<file path="src/include/ufm_pkg.sv">
// constants, field layouts and carrier types of the underfrequency monitor
// assumes: frequency inputs and rated frequency share one unit and scale
package ufm_pkg;

  // --------------------------------------------------------------------
  // timing
  // --------------------------------------------------------------------
  localparam int CLK_KHZ     = 250000;
  localparam int TICK_MS     = 10;
  localparam int TICK_CYC    = TICK_MS * CLK_KHZ;
  localparam int RST_DLY_MS  = 80;
  localparam int RST_TICKS   = RST_DLY_MS / TICK_MS;
  localparam int TICK_W      = 22;

  // --------------------------------------------------------------------
  // register offsets (byte addresses)
  // --------------------------------------------------------------------
  localparam logic [7:0] OFS_CTRL  = 8'h00;
  localparam logic [7:0] OFS_LIM1  = 8'h04;
  localparam logic [7:0] OFS_LIM2  = 8'h08;
  localparam logic [7:0] OFS_DLY1  = 8'h0C;
  localparam logic [7:0] OFS_DLY2  = 8'h10;
  localparam logic [7:0] OFS_CLASS = 8'h14;
  localparam logic [7:0] OFS_ENSEL = 8'h18;
  localparam logic [7:0] OFS_HYST  = 8'h1C;
  localparam logic [7:0] OFS_STAT  = 8'h20;
  localparam logic [7:0] OFS_ISTAT = 8'h24;
  localparam logic [7:0] OFS_IMASK = 8'h28;
  localparam logic [7:0] OFS_ACK   = 8'h2C;

  // --------------------------------------------------------------------
  // field positions
  // --------------------------------------------------------------------
  localparam int CTRL_ON_POS   = 0;
  localparam int CTRL_SACK_POS = 2;
  localparam int CLASS_W       = 3;
  localparam int CLASS_L2_POS  = 4;
  localparam int ENSEL_W       = 6;
  localparam int ENSEL_L2_POS  = 8;
  localparam int ISTAT_CLR_POS = 2;

  // --------------------------------------------------------------------
  // ranges and reset values (limits in 0.1 %, delays in ticks)
  // --------------------------------------------------------------------
  localparam int LIM_W = 11;
  localparam int DLY_W = 14;
  localparam int HYS_W = 8;
  localparam int FRQ_W = 16;
  localparam int PRD_W = 27;
  localparam logic [LIM_W-1:0] LIM_MIN   = 11'h29B;
  localparam logic [LIM_W-1:0] LIM_MAX   = 11'h578;
  localparam logic [LIM_W-1:0] LIM_SCALE = 11'h3E8;
  localparam logic [LIM_W-1:0] LIM1_RST  = 11'h3E4;
  localparam logic [LIM_W-1:0] LIM2_RST  = 11'h3D4;
  localparam logic [DLY_W-1:0] DLY_MAX   = 14'h270F;
  localparam logic [DLY_W-1:0] DLY1_RST  = 14'h0096;
  localparam logic [DLY_W-1:0] DLY2_RST  = 14'h0006;
  localparam logic [HYS_W-1:0] HYS_RST   = 8'h05;
  localparam logic [3:0]       CTRL_RST  = 4'hF;

  // alarm classes A..F and control
  localparam logic [CLASS_W-1:0] CLS_A    = 3'h0;
  localparam logic [CLASS_W-1:0] CLS_B    = 3'h1;
  localparam logic [CLASS_W-1:0] CLS_CTRL = 3'h6;

  // enable selection codes; 32..63 pick logic_flag_n[code-32]
  localparam logic [ENSEL_W-1:0] EN_ALWAYS = 6'h00;
  localparam logic [ENSEL_W-1:0] EN_LOCK   = 6'h01;
  localparam logic [ENSEL_W-1:0] EN_FLAG0  = 6'h20;

  // --------------------------------------------------------------------
  // carrier types
  // --------------------------------------------------------------------
  typedef struct packed {
    logic               on;
    logic               self_ack;
    logic [LIM_W-1:0]   lim;
    logic [DLY_W-1:0]   dly;
    logic [CLASS_W-1:0] cls;
    logic [ENSEL_W-1:0] ensel;
  } ufm_cfg_t;

  typedef struct packed {
    logic               cmd;
    logic               msg;
    logic               start;
    logic [CLASS_W-1:0] cls;
  } ufm_alarm_t;

  typedef enum logic [3:0] {
    ST_IDLE    = 4'h1,
    ST_TIMING  = 4'h2,
    ST_TRIPPED = 4'h4,
    ST_RELEASE = 4'h8
  } ufm_state_t;

endpackage

</file>
<file path="src/ufm_monitor.sv">
// two-level definite-time underfrequency monitor with register port
// assumes: one 250 MHz clock, synchronous inputs, rated frequency nonzero
//
// Contract
// two independent levels, own config, own alarm; the code shares one hysteresis between both levels
// level trip raises its command flag, message
// fixed pickup time, independent of deviation
// per-level on/off, default on, off never trips
// software keeps level-1 limit above level-2
// limits 66.7 to 140.0 percent, defaults set
// limit equals rated frequency times percentage
// trip after uninterrupted time at or below
// release tripped state 80 ms after clearing
// delay 0.00 to 99.99 s, defaults set
// rise above limit plus hysteresis clears timer
// per-level alarm class A..F or control
// self-acknowledge clears alarm when fault gone
// without self-acknowledge, alarm held until acknowledged
// always enable evaluates continuously
// lock enable suspends while lock input true
// enable may follow any of 32 flags
// delay counts 10 ms ticks, 14 bits
// hysteresis margin is configurable
`timescale 1ns/10ps

module ufm_monitor #(
  parameter int TICK_CYC = ufm_pkg::TICK_CYC
) (
  input  wire logic                              core_clk,
  input  wire logic                              rst_n,
  input  wire logic [7:0]                        reg_addr,
  input  wire logic [31:0]                       reg_wdata,
  input  wire logic                              reg_wr,
  input  wire logic                              reg_rd,
  output      logic [31:0]                       reg_rdata,
  input  wire logic [ufm_pkg::FRQ_W-1:0]         freq_meas,
  input  wire logic [ufm_pkg::FRQ_W-1:0]         freq_rated,
  input  wire logic                              lock_mon,
  input  wire logic [31:0]                       logic_flag_n,
  input  wire logic                              ext_ack,
  output      ufm_pkg::ufm_alarm_t [1:0]         alarm,
  output      logic                              irq
);

  // --------------------------------------------------------------------
  // helpers
  // --------------------------------------------------------------------
  function automatic logic [ufm_pkg::PRD_W-1:0] ufm_scale(
    input logic [ufm_pkg::FRQ_W-1:0] f,
    input logic [ufm_pkg::LIM_W-1:0] p
  );
    ufm_scale = ufm_pkg::PRD_W'(f) * ufm_pkg::PRD_W'(p);
  endfunction

  function automatic logic [ufm_pkg::LIM_W-1:0] ufm_clamp_lim(
    input logic [31:0] v
  );
    if (v < 32'(ufm_pkg::LIM_MIN)) begin
      ufm_clamp_lim = ufm_pkg::LIM_MIN;
    end else if (v > 32'(ufm_pkg::LIM_MAX)) begin
      ufm_clamp_lim = ufm_pkg::LIM_MAX;
    end else begin
      ufm_clamp_lim = v[ufm_pkg::LIM_W-1:0];
    end
  endfunction

  function automatic logic [ufm_pkg::DLY_W-1:0] ufm_clamp_dly(
    input logic [31:0] v
  );
    if (v > 32'(ufm_pkg::DLY_MAX)) begin
      ufm_clamp_dly = ufm_pkg::DLY_MAX;
    end else begin
      ufm_clamp_dly = v[ufm_pkg::DLY_W-1:0];
    end
  endfunction

  // --------------------------------------------------------------------
  // 10 ms tick from the core clock
  // --------------------------------------------------------------------
  logic [ufm_pkg::TICK_W-1:0] tick_cnt_r;
  logic                       tick;

  assign tick = (tick_cnt_r == ufm_pkg::TICK_W'(TICK_CYC - 1));

  always_ff @(posedge core_clk or negedge rst_n) begin
    if (!rst_n) begin
      tick_cnt_r <= '0;
    end else if (tick) begin
      tick_cnt_r <= '0;
    end else begin
      tick_cnt_r <= tick_cnt_r + 1'b1;
    end
  end

  // --------------------------------------------------------------------
  // configuration registers
  // --------------------------------------------------------------------
  ufm_pkg::ufm_cfg_t [1:0]      cfg_r;
  logic [ufm_pkg::HYS_W-1:0]    hyst_r;
  logic [3:0]                   imask_r;
  logic [3:0]                   istat_r;
  logic [3:0]                   istat_nxt;
  logic [31:0]                  rdata_r;
  logic [31:0]                  rdata_nxt;

  wire wr_ctrl  = reg_wr && (reg_addr == ufm_pkg::OFS_CTRL);
  wire wr_lim1  = reg_wr && (reg_addr == ufm_pkg::OFS_LIM1);
  wire wr_lim2  = reg_wr && (reg_addr == ufm_pkg::OFS_LIM2);
  wire wr_dly1  = reg_wr && (reg_addr == ufm_pkg::OFS_DLY1);
  wire wr_dly2  = reg_wr && (reg_addr == ufm_pkg::OFS_DLY2);
  wire wr_class = reg_wr && (reg_addr == ufm_pkg::OFS_CLASS);
  wire wr_ensel = reg_wr && (reg_addr == ufm_pkg::OFS_ENSEL);
  wire wr_hyst  = reg_wr && (reg_addr == ufm_pkg::OFS_HYST);
  wire wr_imask = reg_wr && (reg_addr == ufm_pkg::OFS_IMASK);
  wire wr_ack   = reg_wr && (reg_addr == ufm_pkg::OFS_ACK);
  wire rd_istat = reg_rd && (reg_addr == ufm_pkg::OFS_ISTAT);

  wire [1:0] wr_lim = {wr_lim2, wr_lim1};
  wire [1:0] wr_dly = {wr_dly2, wr_dly1};
  wire [ufm_pkg::LIM_W-1:0] lim_in = ufm_clamp_lim(reg_wdata);
  wire [ufm_pkg::DLY_W-1:0] dly_in = ufm_clamp_dly(reg_wdata);

  always_ff @(posedge core_clk or negedge rst_n) begin
    if (!rst_n) begin
      cfg_r[0] <= '{on: 1'b1, self_ack: 1'b1, lim: ufm_pkg::LIM1_RST,
                    dly: ufm_pkg::DLY1_RST, cls: ufm_pkg::CLS_A,
                    ensel: ufm_pkg::EN_ALWAYS};
      cfg_r[1] <= '{on: 1'b1, self_ack: 1'b1, lim: ufm_pkg::LIM2_RST,
                    dly: ufm_pkg::DLY2_RST, cls: ufm_pkg::CLS_B,
                    ensel: ufm_pkg::EN_ALWAYS};
      hyst_r   <= ufm_pkg::HYS_RST;
      imask_r  <= '0;
    end else begin
      for (int i = 0; i < 2; i++) begin
        if (wr_ctrl) begin
          cfg_r[i].on       <= reg_wdata[ufm_pkg::CTRL_ON_POS + i];
          cfg_r[i].self_ack <= reg_wdata[ufm_pkg::CTRL_SACK_POS + i];
        end
        if (wr_lim[i]) begin
          cfg_r[i].lim <= lim_in;
        end
        if (wr_dly[i]) begin
          cfg_r[i].dly <= dly_in;
        end
        if (wr_class) begin
          cfg_r[i].cls <= reg_wdata[i*ufm_pkg::CLASS_L2_POS +:
                                    ufm_pkg::CLASS_W];
        end
        if (wr_ensel) begin
          cfg_r[i].ensel <= reg_wdata[i*ufm_pkg::ENSEL_L2_POS +:
                                      ufm_pkg::ENSEL_W];
        end
      end
      if (wr_hyst) begin
        hyst_r <= reg_wdata[ufm_pkg::HYS_W-1:0];
      end
      if (wr_imask) begin
        imask_r <= reg_wdata[3:0];
      end
    end
  end

  // --------------------------------------------------------------------
  // per-level comparison and enable gating
  // --------------------------------------------------------------------
  // cross-multiplied to avoid a divider: f*1000 against rated*percent
  wire [ufm_pkg::PRD_W-1:0] f_scaled = ufm_scale(freq_meas,
                                                 ufm_pkg::LIM_SCALE);
  logic [1:0] below;
  logic [1:0] above_h;
  logic [1:0] active;

  for (genvar g = 0; g < 2; g++) begin : g_cmp
    wire [ufm_pkg::LIM_W-1:0] lim_h =
      cfg_r[g].lim + ufm_pkg::LIM_W'(hyst_r);
    wire [ufm_pkg::ENSEL_W-1:0] sel = cfg_r[g].ensel;
    wire flag_on = logic_flag_n[sel[4:0]];
    wire gate = (sel == ufm_pkg::EN_LOCK) ? !lock_mon :
                sel[5] ? flag_on :
                1'b1;
    assign below[g]   = f_scaled <= ufm_scale(freq_rated,
                                              cfg_r[g].lim);
    assign above_h[g] = f_scaled > ufm_scale(freq_rated, lim_h);
    assign active[g]  = cfg_r[g].on && gate;
  end

  // --------------------------------------------------------------------
  // per-level pickup, reset delay and alarm latch
  // --------------------------------------------------------------------
  ufm_pkg::ufm_state_t [1:0]        st_r;
  ufm_pkg::ufm_state_t [1:0]        st_nxt;
  logic [1:0][ufm_pkg::DLY_W-1:0]   tmr_r;
  logic [1:0][ufm_pkg::DLY_W-1:0]   tmr_nxt;
  logic [1:0][3:0]                  rcnt_r;
  logic [1:0][3:0]                  rcnt_nxt;
  logic [1:0]                       alarm_r;
  logic [1:0]                       alarm_nxt;
  logic [1:0]                       trip;
  logic [1:0]                       clr_ev;
  logic [1:0]                       start_r;

  wire [1:0] ack = ({2{ext_ack}} | ({2{wr_ack}} & reg_wdata[1:0]));

  always_comb begin
    for (int i = 0; i < 2; i++) begin
      st_nxt[i]   = st_r[i];
      tmr_nxt[i]  = tmr_r[i];
      rcnt_nxt[i] = rcnt_r[i];
      trip[i]     = 1'b0;
      if (!active[i]) begin
        st_nxt[i]   = ufm_pkg::ST_IDLE;
        tmr_nxt[i]  = '0;
        rcnt_nxt[i] = '0;
      end else begin
        case (st_r[i])
          ufm_pkg::ST_IDLE: begin
            tmr_nxt[i] = '0;
            if (below[i]) begin
              st_nxt[i] = ufm_pkg::ST_TIMING;
            end
          end
          ufm_pkg::ST_TIMING: begin
            if (above_h[i]) begin
              st_nxt[i]  = ufm_pkg::ST_IDLE;
              tmr_nxt[i] = '0;
            end else if (below[i] && (tmr_r[i] >= cfg_r[i].dly)) begin
              st_nxt[i] = ufm_pkg::ST_TRIPPED;
              trip[i]   = 1'b1;
            end else if (below[i] && tick) begin
              tmr_nxt[i] = tmr_r[i] + 1'b1;
            end
          end
          ufm_pkg::ST_TRIPPED: begin
            rcnt_nxt[i] = '0;
            if (!below[i]) begin
              st_nxt[i] = ufm_pkg::ST_RELEASE;
            end
          end
          ufm_pkg::ST_RELEASE: begin
            if (below[i]) begin
              st_nxt[i] = ufm_pkg::ST_TRIPPED;
            end else if (tick) begin
              if (rcnt_r[i] == 4'(ufm_pkg::RST_TICKS - 1)) begin
                st_nxt[i]  = ufm_pkg::ST_IDLE;
                tmr_nxt[i] = '0;
              end else begin
                rcnt_nxt[i] = rcnt_r[i] + 1'b1;
              end
            end
          end
          default: begin
            st_nxt[i] = ufm_pkg::ST_IDLE;
          end
        endcase
      end
    end
  end

  // fault is held while tripped or counting down the reset delay
  wire [1:0] fault = {st_r[1] == ufm_pkg::ST_TRIPPED ||
                      st_r[1] == ufm_pkg::ST_RELEASE,
                      st_r[0] == ufm_pkg::ST_TRIPPED ||
                      st_r[0] == ufm_pkg::ST_RELEASE};

  always_comb begin
    for (int i = 0; i < 2; i++) begin
      alarm_nxt[i] = alarm_r[i];
      if (!cfg_r[i].on) begin
        alarm_nxt[i] = 1'b0;
      end else if (trip[i]) begin
        alarm_nxt[i] = 1'b1;
      end else if (!fault[i] && cfg_r[i].self_ack) begin
        alarm_nxt[i] = 1'b0;
      end else if (!fault[i] && ack[i]) begin
        alarm_nxt[i] = 1'b0;
      end
      clr_ev[i] = alarm_r[i] && !alarm_nxt[i];
    end
  end

  always_ff @(posedge core_clk or negedge rst_n) begin
    if (!rst_n) begin
      st_r    <= '{ufm_pkg::ST_IDLE, ufm_pkg::ST_IDLE};
      tmr_r   <= '0;
      rcnt_r  <= '0;
      alarm_r <= '0;
      start_r <= '0;
    end else begin
      st_r    <= st_nxt;
      tmr_r   <= tmr_nxt;
      rcnt_r  <= rcnt_nxt;
      alarm_r <= alarm_nxt;
      start_r <= trip;
    end
  end

  // levels have separate limits, delays and alarms but share one hysteresis; software keeps limit 1 above limit 2
  for (genvar g = 0; g < 2; g++) begin : g_out
    assign alarm[g].cmd   = alarm_r[g];
    assign alarm[g].msg   = alarm_r[g];
    assign alarm[g].start = start_r[g];
    assign alarm[g].cls   = cfg_r[g].cls;
  end

  // --------------------------------------------------------------------
  // interrupt status: set wins over the clearing read
  // --------------------------------------------------------------------
  wire [3:0] ev = {clr_ev, trip};

  assign istat_nxt = (rd_istat ? 4'h0 : istat_r) | ev;
  assign irq = |(istat_r & imask_r);

  always_ff @(posedge core_clk or negedge rst_n) begin
    if (!rst_n) begin
      istat_r <= '0;
    end else begin
      istat_r <= istat_nxt;
    end
  end

  // --------------------------------------------------------------------
  // read port, data one cycle after the strobe
  // --------------------------------------------------------------------
  always_comb begin
    rdata_nxt = 32'h0000_0000;
    case (reg_addr)
      ufm_pkg::OFS_CTRL:  rdata_nxt = {28'h0, cfg_r[1].self_ack,
                                       cfg_r[0].self_ack,
                                       cfg_r[1].on, cfg_r[0].on};
      ufm_pkg::OFS_LIM1:  rdata_nxt = 32'(cfg_r[0].lim);
      ufm_pkg::OFS_LIM2:  rdata_nxt = 32'(cfg_r[1].lim);
      ufm_pkg::OFS_DLY1:  rdata_nxt = 32'(cfg_r[0].dly);
      ufm_pkg::OFS_DLY2:  rdata_nxt = 32'(cfg_r[1].dly);
      ufm_pkg::OFS_CLASS: rdata_nxt = {25'h0, cfg_r[1].cls, 1'b0,
                                       cfg_r[0].cls};
      ufm_pkg::OFS_ENSEL: rdata_nxt = {18'h0, cfg_r[1].ensel, 2'h0,
                                       cfg_r[0].ensel};
      ufm_pkg::OFS_HYST:  rdata_nxt = 32'(hyst_r);
      ufm_pkg::OFS_STAT:  rdata_nxt = {24'h0, st_r[1], st_r[0]} |
                                      {20'h0, fault, alarm_r, 8'h00};
      ufm_pkg::OFS_ISTAT: rdata_nxt = 32'(istat_r);
      ufm_pkg::OFS_IMASK: rdata_nxt = 32'(imask_r);
      default:            rdata_nxt = 32'h0000_0000;
    endcase
  end

  always_ff @(posedge core_clk or negedge rst_n) begin
    if (!rst_n) begin
      rdata_r <= '0;
    end else if (reg_rd) begin
      rdata_r <= rdata_nxt;
    end else begin
      rdata_r <= '0;
    end
  end

  assign reg_rdata = rdata_r;

endmodule

</file>
<file path="config.mk">
export PLATFORM = sky130hd
export DESIGN_NAME = ufm_monitor
export DESIGN_NICKNAME = d
export VERILOG_FILES = /design/src/include/ufm_pkg.sv /design/src/ufm_monitor.sv
export SDC_FILE = /design/constraint.sdc
export NUM_CORES = 2
export LEC_CHECK = 0
export BUFFER_PORTS_ARGS = -buffer_cell sky130_fd_sc_hd__buf_2
export CORE_MARGIN = 2
export CORE_UTILIZATION = 65
export DETAILED_ROUTE_END_ITERATION = 8
export GPL_ROUTABILITY_DRIVEN = 0
export GPL_TIMING_DRIVEN = 0
export PLACE_DENSITY = 0.83
export SLEW_MARGIN = 10
export SYNTH_ARGS = -nofsm -noshare
export SYNTH_HDL_FRONTEND = slang
export SYNTH_SLANG_ARGS = --single-unit
export TNS_END_PERCENT = 20
</file>
<file path="constraint.sdc">
create_clock -name core_clk -period 11.5 [get_ports core_clk]
set_clock_uncertainty 0.2 [all_clocks]
set_input_delay 1.15 -clock core_clk [delete_from_list [all_inputs] [get_ports core_clk]]
set_output_delay 1.15 -clock core_clk [all_outputs]
set_load 0.05 [all_outputs]
</file>
==> impl_metrics.tcl <==
set metrics [dict create \
    drtPass1Iterations 9 \
    p_leak_nw 19.6 \
    num_rows 87 \
    worstPathRequired_ps 11650 \
    relSlewSlack_pct 5.69 \
    worstSetupEndpointType "register" \
    antenna_left 0 \
    async_flop_share_pct 100 \
    crit_top_cell "fa_1" \
    synth-seq-cells 172 \
    syn_to_final_growth_pct 6.78 \
    synth_fa_ha_area_share_pct 45.0 \
    r2r_slack_ps 300 \
    synthFlopType "dfrtp_1" \
    worstSetupEndpoint "tmr_r[21]$_DFFE_PN0P_" \
    synth_edf_count 0 \
    dp_hpwl_mm 87.3 \
    status "completed" \
    maxCapViolations 0 \
    synth_area_leaders "fa_1 30%, ha_1 15%, dfrtp_1 9.7%" \
    die_y_um 244 \
    setup_tns_ps 0 \
    final_cells 5163 \
    die_area_um2 59300 \
    drive_gt1_share_pct 8.13 \
    grt_usage_pct 37.4 \
    io_buffers 118 \
    num_io_pins 155 \
    cts.clk_slew.worst_paths_ps 80 \
    cts_root_buffer "clkbuf_16" \
    synth.distinct_cells 87 \
    holdWs_ps 289 \
    postSynthCellCount 4231 \
    finalSetupViolCount 0 \
    slew_viol_final 0 \
    fmax_mhz 89.3 \
    r2r_end "tmr_r[21]$_DFFE_PN0P_" \
    fp.dieW_um 244 \
    fin_crit_sh_pct 97.4 \
    cp-start-kind "register" \
    worst_slew_pin_slew_ps 1400 \
    hold_viol_final 0 \
    critical_path_class "register to register" \
    synth_warnings 0 \
    clock_tree.buffer_depth 2 \
    cts_sinks 172 \
    cp_top_family "adder cells" \
    worstPathMaxFanout 10 \
    rr_startpoint "cfg_r[61]$_DFFE_PN1P_" \
    tritoncts "done" \
    crit_start "cfg_r[61]$_DFFE_PN1P_" \
    powerDensity_nw_per_um2 148 \
    nets 5510 \
    drt_iter0_markers 3192 \
    start_util_pct 65.9 \
    slowest_stage "or4_1" \
    drcViolationCount 0 \
    antenna_found_initial 8 \
    vias_per_cell 6.10 \
    power.total_mw 5.91 \
    synth.area.mux_share_pct 2.61 \
    synth_area_um2 37300 \
    ir_drop_v 0.000234 \
    grt_pass1_wl_mm 172 \
    placed_cells 5123 \
    coreArea_um2 56600 \
    routed_wl_mm 108 \
    synth-xor-area-share_pct 3.43 \
    synth_top_cell_by_area "fa_1" \
    worst_slack_ps 296 \
    worstRegToRegCells 32 \
    arrival_ps 11350 \
    first_global_vias 32367 \
    cp.depth 32 \
    slowest_delay_ps 610 \
    globalRouteOverflowTotal 0 \
    synth-simple-area-share_pct 17.4 \
    synth_compound_area_share_pct 10.3 \
    synth_top_family_by_area "adder cells" \
    grt_max_degree 111 \
    ys_seq_area_share_pct 11.6 \
    hold_path_class "register to register" \
    cts_made_buffers 17 \
    worst_skew_pair.late_latency_ps 450 \
    cts_hold_buf 0 \
    vias 31474 \
    path_buf_inv 6 \
    min_period_ps 11200 \
    cts_htree_levels 4 \
    wire_per_inst_um 20.9 \
    synth_top_area_share_pct 29.8 \
    syn_area_per_cell_um2 8.82 \
    place_ws_ps -958 \
]
cell usage in the layout, fill, tap and decap left out, types with 124 or more instances in the layout:
master / instances
inv_1: 715
nand2_1: 563
fa_1: 556
ha_1: 453
and2_1: 306
nor2_1: 154
clkbuf_1: 148
dfrtp_1: 142
a21oi_1: 126
buf_2: 124
area by class of cell:
class / instances / area (um2)
fill: 4296 / 16800
antenna: 3 / 7.51
tap: 756 / 946
sequential: 172 / 4350
inverter: 715 / 2680
clock buffer: 20 / 447
buffer: 203 / 931
multi-input combinational: 3157 / 29700
timing repair buffer: 125 / 677
clock inverter: 12 / 139
what timing repair did:
item | 4_1_cts | 5_1_grt
gates resized for setup | 16 | 74
pin swaps | 1 | 3
hold endpoints to repair | 0 | 0
endpoints found under the setup margin | 43 | 48
buffers inserted | 1 | 4
gates cloned | 0 | 0
cell usage after synthesis, types with 7 or more instances:
library cell  count
mux4_2           14
clkbuf_1        163
or2_2            12
or3_1            14
ha_1            453
nand3_1          68
a21oi_1         132
fa_1            556
a22oi_1          34
xor2_1           61
dfstp_2          27
a21o_1           62
nand2b_1         25
o21bai_1         20
nand2_1         563
nor2_1          155
o211ai_1          7
a211oi_1         23
mux2_2           35
o21a_1           32
or4_1             7
xnor2_1          85
o21ai_0         119
and2_1          306
mux2i_1          20
nor2b_1          23
and3_1           31
a31oi_1          23
inv_1           715
nor4_1            8
a21boi_0          8
buf_4            28
nand4_1          33
o31ai_1          18
dfrtp_1         145
nor3_1           54
a2111oi_0         8
a221oi_1          8
o21ai_1          13
buf_2             7
cells by family (layout without fill, tap and decap cells):
logic type,count (synthesis),in the layout
muxes,73,73
buffers and inverters,919,1075
AOI/OAI and AO/OA,580,580
xor gates and xnor gates,146,146
adders and majority gates,1009,1009
DFF,172,172
and+or+nand+nor,1331,1331
other,1,21
how the worst min path moves through the flow:
stage                     cells after the start                       end                startpoint  slack [ps]
after floorplan                               1     tmr_r[13]$_DFFE_PN0P_     tmr_r[13]$_DFFE_PN0P_         250
after global placement                        1  tick_cnt_r[16]$_DFF_PN0_  tick_cnt_r[16]$_DFF_PN0_         270
after detailed placement                      1  tick_cnt_r[16]$_DFF_PN0_  tick_cnt_r[16]$_DFF_PN0_         280
after CTS                                     1   tick_cnt_r[0]$_DFF_PN0_   tick_cnt_r[0]$_DFF_PN0_         290
after global routing                          1  tick_cnt_r[16]$_DFF_PN0_  tick_cnt_r[16]$_DFF_PN0_         310
final                                         1   tick_cnt_r[0]$_DFF_PN0_   tick_cnt_r[0]$_DFF_PN0_         290
power breakdown:
part | total (mW) | switching, mW | internal (mW)
logic | 4.67 | 2.94 | 1.72
registers | 0.648 | 0.0245 | 0.623
clock network | 0.588 | 0.260 | 0.328
metrics by stage:
| step | cell area [um2] | utilization (%) |
|---|---|---|
| 6_report | 39800 | 70.4 |
| 5_1_grt | 39800 | 70.4 |
| 4_1_cts | 39600 | 70.0 |
| 3_5_place_dp | 39000 | 68.8 |
| 3_3_place_gp | 38900 | 68.7 |
| 2_1_floorplan | 37400 | - |
routing by layer:
metal / share of wire [%] / GRT usage, % / vias to the layer above
li1: - / - / 13915
met3: 12 / 11.1 / 484
met4: 8.6 / 25.7 / 8
met2: 43 / 56.4 / 1845
met1: 36 / 46.4 / 15222
met5: 0.056 / 0 / -
sequential cells by signal, summed over array words and instances (netlist names), 4 cells and up:
register	flops
imask_r	4
alarm	6
rcnt_r	8
tick_cnt_r	22
cfg_r	54
tmr_r	28
istat_r	4
g_cmp.sel	12
hyst_r	8
reg_rdata	14
st_r	8
(Power assumes the default switching activity.)
